$ cat config.mk
export PLATFORM = sky130hd
export DESIGN_NAME = dcc_regs
export DESIGN_NICKNAME = d
export VERILOG_FILES = /design/src/core/dcc_pkg.sv /design/src/core/dcc_regs.sv
export SDC_FILE = /design/constraint.sdc
export NUM_CORES = 1
export LEC_CHECK = 0
export BUFFER_PORTS_ARGS = -buffer_cell sky130_fd_sc_hd__clkbuf_2
export CORE_ASPECT_RATIO = 0.5
export CORE_MARGIN = 2
export CORE_UTILIZATION = 50
export CTS_CLUSTER_SIZE = 24
export DETAILED_ROUTE_END_ITERATION = 12
export PLACE_DENSITY = 0.71
export SLEW_MARGIN = 10
export SYNTH_ARGS = -nofsm -noshare
export SYNTH_HDL_FRONTEND = slang
export SYNTH_SLANG_ARGS = --single-unit
$ cat constraint.sdc
create_clock -name mclk -period 3.1 [get_ports mclk]
set_clock_uncertainty 0.1 [all_clocks]
set_input_delay 0.155 -clock mclk [delete_from_list [all_inputs] [get_ports mclk]]
set_output_delay 0.155 -clock mclk [all_outputs]
set_load 0.03 [all_outputs]
$ cat src/core/dcc_pkg.sv
// Package for the dual converter control registers.
// Assumes an 8-bit special function register bus on the core clock.
package dcc_pkg;
	localparam logic [7:0] ADDR_CONV0_LOW  = 8'hf9;
	localparam logic [7:0] ADDR_CONV0_HIGH = 8'hfa;
	localparam logic [7:0] ADDR_CONV1_LOW  = 8'hfb;
	localparam logic [7:0] ADDR_CONV1_HIGH = 8'hfc;
	localparam logic [7:0] ADDR_CONTROL    = 8'hfd;
	localparam logic [7:0] DATA_RESET      = 8'h00;
	localparam logic [7:0] CONTROL_RESET   = 8'h00;
	localparam int BIT_MODE8  = 7;
	localparam int BIT_RANGE1 = 6;
	localparam int BIT_RANGE0 = 5;
	localparam int BIT_CONV1_ZERO_FORCE_N_N = 4;
	localparam int BIT_CONV0_ZERO_FORCE_N_N = 3;
	localparam int BIT_SYNC   = 2;
	localparam int BIT_PWR1   = 1;
	localparam int BIT_PWR0   = 0;
	localparam int CODE_W     = 12;
	localparam logic [CODE_W-1:0] CODE_ZERO = 12'h000;
	localparam int LOW_W = 8;
	localparam logic [CODE_W-LOW_W-1:0] NIB_ZERO = '0;
	localparam logic [7:0] READ_IDLE = 8'h00;

	// Converter-facing controls for one channel
	typedef struct packed {
		logic [CODE_W-1:0] code;
		logic              range_supply;
		logic              power_on;
	} dcc_chan_t;
endpackage

$ cat src/core/dcc_regs.sv
// Control and data registers of two 12-bit converters, with input latches.
// Assumes the core drives whole-byte SPECIAL_FUNCTION_REGISTER accesses synchronous to mclk.
`timescale 1ns/1ps
`default_nettype none
module dcc_regs
	import dcc_pkg::*;
(
	// Clock and reset
	input  wire logic        mclk,
	input  wire logic        sys_rst,
	// Special function register port
	input  wire logic [7:0]  sfr_addr,
	input  wire logic        sfr_wr,
	input  wire logic        sfr_rd,
	input  wire logic [7:0]  sfr_wdata,
	output logic      [7:0]  sfr_rdata,
	output logic             sfr_sel,
	// Converter controls
	output var dcc_chan_t    conv0_q,
	output var dcc_chan_t    conv1_q
);
	// Shared control register
	logic [7:0]        ctl_q;
	logic [7:0]        ctl_d;

	// Data byte registers
	logic [7:0]        c0l_q;
	logic [7:0]        c0l_d;
	logic [7:0]        c0h_q;
	logic [7:0]        c0h_d;
	logic [7:0]        c1l_q;
	logic [7:0]        c1l_d;
	logic [7:0]        c1h_q;
	logic [7:0]        c1h_d;

	// Read path
	logic [7:0]        rdata_d;
	logic              sel_d;

	// Address decode and write enables
	logic              hit_ctl;
	logic              hit_c0l;
	logic              hit_c0h;
	logic              hit_c1l;
	logic              hit_c1h;
	logic              wr_ctl;
	logic              wr_c0l;
	logic              wr_c0h;
	logic              wr_c1l;
	logic              wr_c1h;

	// Converter input latches
	logic              sync_rise;
	logic              load0;
	logic              load1;
	logic [CODE_W-1:0] code0;
	logic [CODE_W-1:0] code1;
	logic [CODE_W-1:0] lat0_q;
	logic [CODE_W-1:0] lat0_d;
	logic [CODE_W-1:0] lat1_q;
	logic [CODE_W-1:0] lat1_d;

	// Converter-facing outputs
	dcc_chan_t         conv0_d;
	dcc_chan_t         conv1_d;

	always_comb begin
		hit_ctl = 1'b0;
		hit_c0l = 1'b0;
		hit_c0h = 1'b0;
		hit_c1l = 1'b0;
		hit_c1h = 1'b0;
		if (sfr_addr == ADDR_CONTROL) begin
			hit_ctl = 1'b1;
		end else if (sfr_addr == ADDR_CONV0_LOW) begin
			hit_c0l = 1'b1;
		end else if (sfr_addr == ADDR_CONV0_HIGH) begin
			hit_c0h = 1'b1;
		end else if (sfr_addr == ADDR_CONV1_LOW) begin
			hit_c1l = 1'b1;
		end else if (sfr_addr == ADDR_CONV1_HIGH) begin
			hit_c1h = 1'b1;
		end
		// No bit strobe exists, so every write replaces the whole byte
		wr_ctl = sfr_wr & hit_ctl;
		wr_c0l = sfr_wr & hit_c0l;
		wr_c0h = sfr_wr & hit_c0h;
		wr_c1l = sfr_wr & hit_c1l;
		wr_c1h = sfr_wr & hit_c1h;
	end

	// Control register next value
	always_comb begin
		ctl_d = ctl_q;
		if (wr_ctl) begin
			ctl_d = sfr_wdata;
		end
	end

	always_ff @(posedge mclk or posedge sys_rst) begin
		if (sys_rst) begin
			ctl_q <= CONTROL_RESET;
		end else begin
			ctl_q <= ctl_d;
		end
	end

	// Data byte next values; upper nibbles are stored so they read back
	always_comb begin
		c0l_d = c0l_q;
		c0h_d = c0h_q;
		c1l_d = c1l_q;
		c1h_d = c1h_q;
		if (wr_c0l) begin
			c0l_d = sfr_wdata;
		end
		if (wr_c0h) begin
			c0h_d = sfr_wdata;
		end
		if (wr_c1l) begin
			c1l_d = sfr_wdata;
		end
		if (wr_c1h) begin
			c1h_d = sfr_wdata;
		end
	end

	always_ff @(posedge mclk or posedge sys_rst) begin
		if (sys_rst) begin
			c0l_q <= DATA_RESET;
			c0h_q <= DATA_RESET;
			c1l_q <= DATA_RESET;
			c1h_q <= DATA_RESET;
		end else begin
			c0l_q <= c0l_d;
			c0h_q <= c0h_d;
			c1l_q <= c1l_d;
			c1h_q <= c1h_d;
		end
	end

	always_comb begin
		sel_d   = hit_ctl | hit_c0l | hit_c0h | hit_c1l | hit_c1h;
		rdata_d = READ_IDLE;
		if (sfr_rd) begin
			if (hit_ctl) begin
				rdata_d = ctl_q;
			end else if (hit_c0l) begin
				rdata_d = c0l_q;
			end else if (hit_c0h) begin
				rdata_d = c0h_q;
			end else if (hit_c1l) begin
				rdata_d = c1l_q;
			end else if (hit_c1h) begin
				rdata_d = c1h_q;
			end
		end
	end

	// Idle reads return zero so a stale byte never lingers on the bus
	always_ff @(posedge mclk or posedge sys_rst) begin
		if (sys_rst) begin
			sfr_rdata <= READ_IDLE;
			sfr_sel   <= 1'b0;
		end else begin
			sfr_rdata <= rdata_d;
			sfr_sel   <= sel_d;
		end
	end

	// Codes are formed from the values after this cycle's write, so a low byte
	// write and its latch land on the same edge
	always_comb begin
		if (ctl_d[BIT_MODE8]) begin
			code0 = {NIB_ZERO, c0l_d};
			code1 = {NIB_ZERO, c1l_d};
		end else begin
			code0 = {c0h_d[CODE_W-LOW_W-1:0], c0l_d};
			code1 = {c1h_d[CODE_W-LOW_W-1:0], c1l_d};
		end
	end

	// Latch load events
	always_comb begin
		sync_rise = ctl_d[BIT_SYNC] & ~ctl_q[BIT_SYNC];
		load0 = sync_rise | (ctl_q[BIT_SYNC] & wr_c0l);
		load1 = sync_rise | (ctl_q[BIT_SYNC] & wr_c1l);
		lat0_d = lat0_q;
		lat1_d = lat1_q;
		if (load0) begin
			lat0_d = code0;
		end
		if (load1) begin
			lat1_d = code1;
		end
	end

	// The latch keeps its code while clear is active, so releasing clear
	// brings back the last loaded value without a new write
	always_ff @(posedge mclk or posedge sys_rst) begin
		if (sys_rst) begin
			lat0_q <= CODE_ZERO;
			lat1_q <= CODE_ZERO;
		end else begin
			lat0_q <= lat0_d;
			lat1_q <= lat1_d;
		end
	end

	// Converter-facing controls follow the control byte after this cycle's write
	always_comb begin
		conv0_d.code = ctl_d[BIT_CONV0_ZERO_FORCE_N_N] ? lat0_d : CODE_ZERO;
		conv1_d.code = ctl_d[BIT_CONV1_ZERO_FORCE_N_N] ? lat1_d : CODE_ZERO;
		conv0_d.range_supply = ctl_d[BIT_RANGE0];
		conv1_d.range_supply = ctl_d[BIT_RANGE1];
		conv0_d.power_on = ctl_d[BIT_PWR0];
		conv1_d.power_on = ctl_d[BIT_PWR1];
	end

	always_ff @(posedge mclk or posedge sys_rst) begin
		if (sys_rst) begin
			conv0_q <= '0;
			conv1_q <= '0;
		end else begin
			conv0_q <= conv0_d;
			conv1_q <= conv1_d;
		end
	end
endmodule
`default_nettype wire

==> metrics.md <==
| Metric | Value |
|---|---|
| Ys Warns | 0 |
| Vias in the first global route | 2995 |
| Place WS | 0.711 ns |
| Postcts setup bufs | 0 |
| H-tree levels | 3 |
| Final setup viols | 0 |
| Routed vias | 3040 |
| Critical-path top delay cell | a2111oi_4 |
| Drt total wl | 9.79 mm |
| Post-synth ARST share | 1.00 |
| TritonRoute pass-1 iters | 5 |
| Die height | 68.3 microns |
| Crit. End Element | flop |
| R2r worst-path depth | 4 |
| Final non-filler cell area | 4870 sq um |
| Hold path depth | 3 |
| Most common flop cell mapped by yosys | dfrtp_1 |
| Clock-pin slew on the worst setup and hold paths | 0.07 ns |
| Tmin final | 2.36 ns |
| Adder-Cell Fraction of Synth Area | 0 |
| Starting Density | 0.516 |
| # Max-Cap Violations | 0 |
| Io pins | 57 |
| Worst Path Required | 3.24 ns |
| Die W | 133 microns |
| Setup ws final | 0.744 ns |
| First DRT Iteration DRCs | 277 |
| Synthesized area | 4130 sq um |
| Global-route wire length before repair | 15.5 mm |
| TritonCTS Buffers | 9 |
| Max Buffers Root-to-Sink | 2 |
| Final Cycle Share | 0.760 |
| Layout Nets | 445 |
| CTS tree | done |
| Post-synth EDFFs | 0 |
| DRC | 0 |
| Clk Latency, worst-skew pair | 0.34 ns |
| Simple-Gate Fraction of Synth Area | 0.159 |
| Std cell rows | 23 |
| Syn nets | 391 |
| Slowest stage delay, CP | 0.96 ns |
| Routability cong. | 0.960 |
| CP max FO | 19 |
| Post-CTS sizing | 0 |
| CP cell instances | nand4bb_4 -> a2111oi_4 -> nor2_1 -> a211oi_1 |
| Critical path arrival | 2.50 ns |
| Final ANT Viol Nets | 0 |
| Total grt overflow | 0 |
| Root buf cell | clkbuf_16 |
| Worst setup SP type | flop |
| Least-Margin Pin Slew | 1.09 ns |
| Area grow syn2layout | 17.9% |
| Post-detail-place hpwl | 6.73 mm |
| R2R Setup Slk | 0.74 ns |
| Filler cells | 646 |
| Core area | 8000 sq um |
| Post-synthesis mux area share | 0.0597 |
| # hold bufs at CTS | 3 |
| # diodes | 0 |
| Fmax | 424 MHz |
| Synth Area in Compound Gates | 0.147 |
| Unique masters post-synth | 42 |
| Dpl cell area | 4500 sq um |
| RSZ-0062 raised after global routing | no |
| Outcome | complete, no violations |
| Sequential-to-total area share from yosys stat | 0.588 |
| Hold Path Origin | sfr_wdata[6] |
| XOR/XNOR Fraction of Synth Area | 0 |
| Final TNS setup | 0 ns |
| Syn Area/Cell | 11.1 sq um |
| Buf+Inv Stages, Crit Path | 0 |
| Die area | 9040 sq um |
| Worst slew margin | 0.272 |
| Reg2Reg Capture Point | conv1_q[6] |
| CP Class | flop to flop |
| Delay-heaviest family, CP | compound AO/OA/AOI/OAI gates |
| Synth Register Bits | 97 |
| Largest net degree at the start of global routing | 62 |
| Initial antenna violation count | 0 |
| Slew Viols, Final | 0 |
| Hold-critical path endpoint | c1h_q[6] |
| Layout cell share with drive strength beyond 1 | 0.233 |
| Worst r2r src | ctl_q[2] |
| Hold Crit Class | primary input to flop |
| Pwr Density | 574 nW/um^2 |
| WL/cell | 18.1 microns |
| Total Routing Usage GR | 0.230 |
| Total clock sinks | 97 |
| Vias/cell | 5.62 |
| Cells after Synth | 371 |
| Worst VDD drop | 328 uV |
| Static leakage | 2.42 nW |
| Largest family of logic cells by synthesized area | simple AND/OR/NAND/NOR gates |
| IO buf count | 56 |
| Final-report hold violation count | 0 |
==> worst min-delay path, stage by stage <==
cell      delay, ns
clkbuf_2       0.15
nand2_1        0.08
nand2_1        0.05
==> registers in the layout, summed over array words and instances (netlist names) <==
| register | count |
|---|---|
| c0h_q | 8 |
| c0l_q | 8 |
| c1h_q | 8 |
| c1l_q | 8 |
| conv0_q | 12 |
| conv1_q | 12 |
| ctl_q | 8 |
| lat0_q | 12 |
| lat1_q | 12 |
| sfr_rdata | 8 |
| sfr_sel | 1 |
==> cells in the final DEF (no fill, tap or decap), types with 4 or more instances in the layout <==
master     netlist  routed
mux2i_1         19      19
clkbuf_16        0       9
a211oi_2         4       4
nand2_1         51      51
a211oi_1        14      14
inv_1           21      20
nor4_1           8       8
a22oi_1          7       7
mux2_2           5       5
nor3_1           9       9
a21oi_1         34      34
o22a_1           7       7
dfrtp_1         97      97
clkbuf_2         0      56
buf_4            4       5
o221ai_1         7       7
nor2_1          34      34
==> cell usage after synthesis (2+ instances only) <==
| cell | count | area, sq um |
|---|---|---|
| a2111oi_4 | 2 | 55.1 |
| a211o_1 | 2 | 17.5 |
| a211oi_1 | 14 | 105 |
| a211oi_2 | 4 | 50.1 |
| a21oi_1 | 34 | 170 |
| a22oi_1 | 7 | 52.6 |
| and3_1 | 3 | 18.8 |
| buf_2 | 6 | 30.0 |
| buf_4 | 4 | 30.0 |
| clkbuf_1 | 11 | 41.3 |
| dfrtp_1 | 97 | 2430 |
| inv_1 | 21 | 78.8 |
| mux2_2 | 5 | 56.3 |
| mux2i_1 | 19 | 190 |
| nand2_1 | 51 | 191 |
| nand2_2 | 2 | 12.5 |
| nand3_1 | 2 | 10.0 |
| nand3b_1 | 2 | 15.0 |
| nor2_1 | 34 | 128 |
| nor3_1 | 9 | 45.0 |
| nor4_1 | 8 | 50.1 |
| nor4_4 | 2 | 42.5 |
| o221ai_1 | 7 | 61.3 |
| o22a_1 | 7 | 61.3 |
==> worst max-delay path by stage <==
| stage | from | end | slack, ns | cells past startpoint |
|---|---|---|---|---|
| finish | ctl_q[2] | conv1_q[6] | 0.74 | 4 |
| global route | ctl_q[2] | conv1_q[6] | 0.54 | 4 |
| CTS | ctl_q[2] | conv1_q[7] | 0.74 | 4 |
| detailed placement | sfr_addr[2] | conv1_q[7] | 0.71 | 5 |
| global placement | sfr_addr[2] | conv0_q[2] | 0.85 | 6 |
| floorplan | sys_rst | c0h_q[0] | 0.31 | 1 |
==> stage by stage <==
| step | power, mW | hold slack (ns) | std cells | util |
|---|---|---|---|---|
| floorplan | 1.47 | 0.160 | 371 | - |
| global placement | 1.53 | 0.293 | 523 | 0.562 |
| detailed placement | 1.54 | 0.326 | 523 | 0.562 |
| CTS | 2.81 | 0.00688 | 541 | 0.609 |
| global route | 2.88 | 0.0361 | 541 | 0.609 |
| finish | 2.79 | 0.0237 | 541 | 0.609 |
==> cell families (layout without fill, tap and decap cells) <==
family                 count (synthesis)  count (layout)
muxes                                 24              24
and+or+nand+nor                      126             126
buffers and inverters                 43             101
AOI/OAI and AO/OA                     81              81
DFF                                   97              97
==> area by class of cell <==
type	count	area, sq um	area share
Timing Repair Buffer	65	368	0.0756
Tap cell	112	140	0.0288
Inverter	21	80.1	0.0164
Clock inverter	5	104	0.0213
Multi-Input combinational cell	231	1510	0.310
Sequential cell	97	2430	0.499
Clock buffer	10	239	0.0491
==> power breakdown <==
| group | internal, mW | switching, mW |
|---|---|---|
| Clock | 0.806 | 0.466 |
| Combinational | 0.0570 | 0.131 |
| Sequential | 1.31 | 0.0259 |
| Total | 2.17 | 0.623 |
==> routing by layer <==
metal | share of wire | global-route usage | vias up
met1 | 0.47 | 0.318 | 1493
li1 | - | - | 1410
met5 | 0 | 0 | -
met3 | 0.068 | 0.0674 | 16
met2 | 0.45 | 0.354 | 121
met4 | 0.014 | 0.0766 | 0
Note: power is estimated with default switching activity, not from simulation.
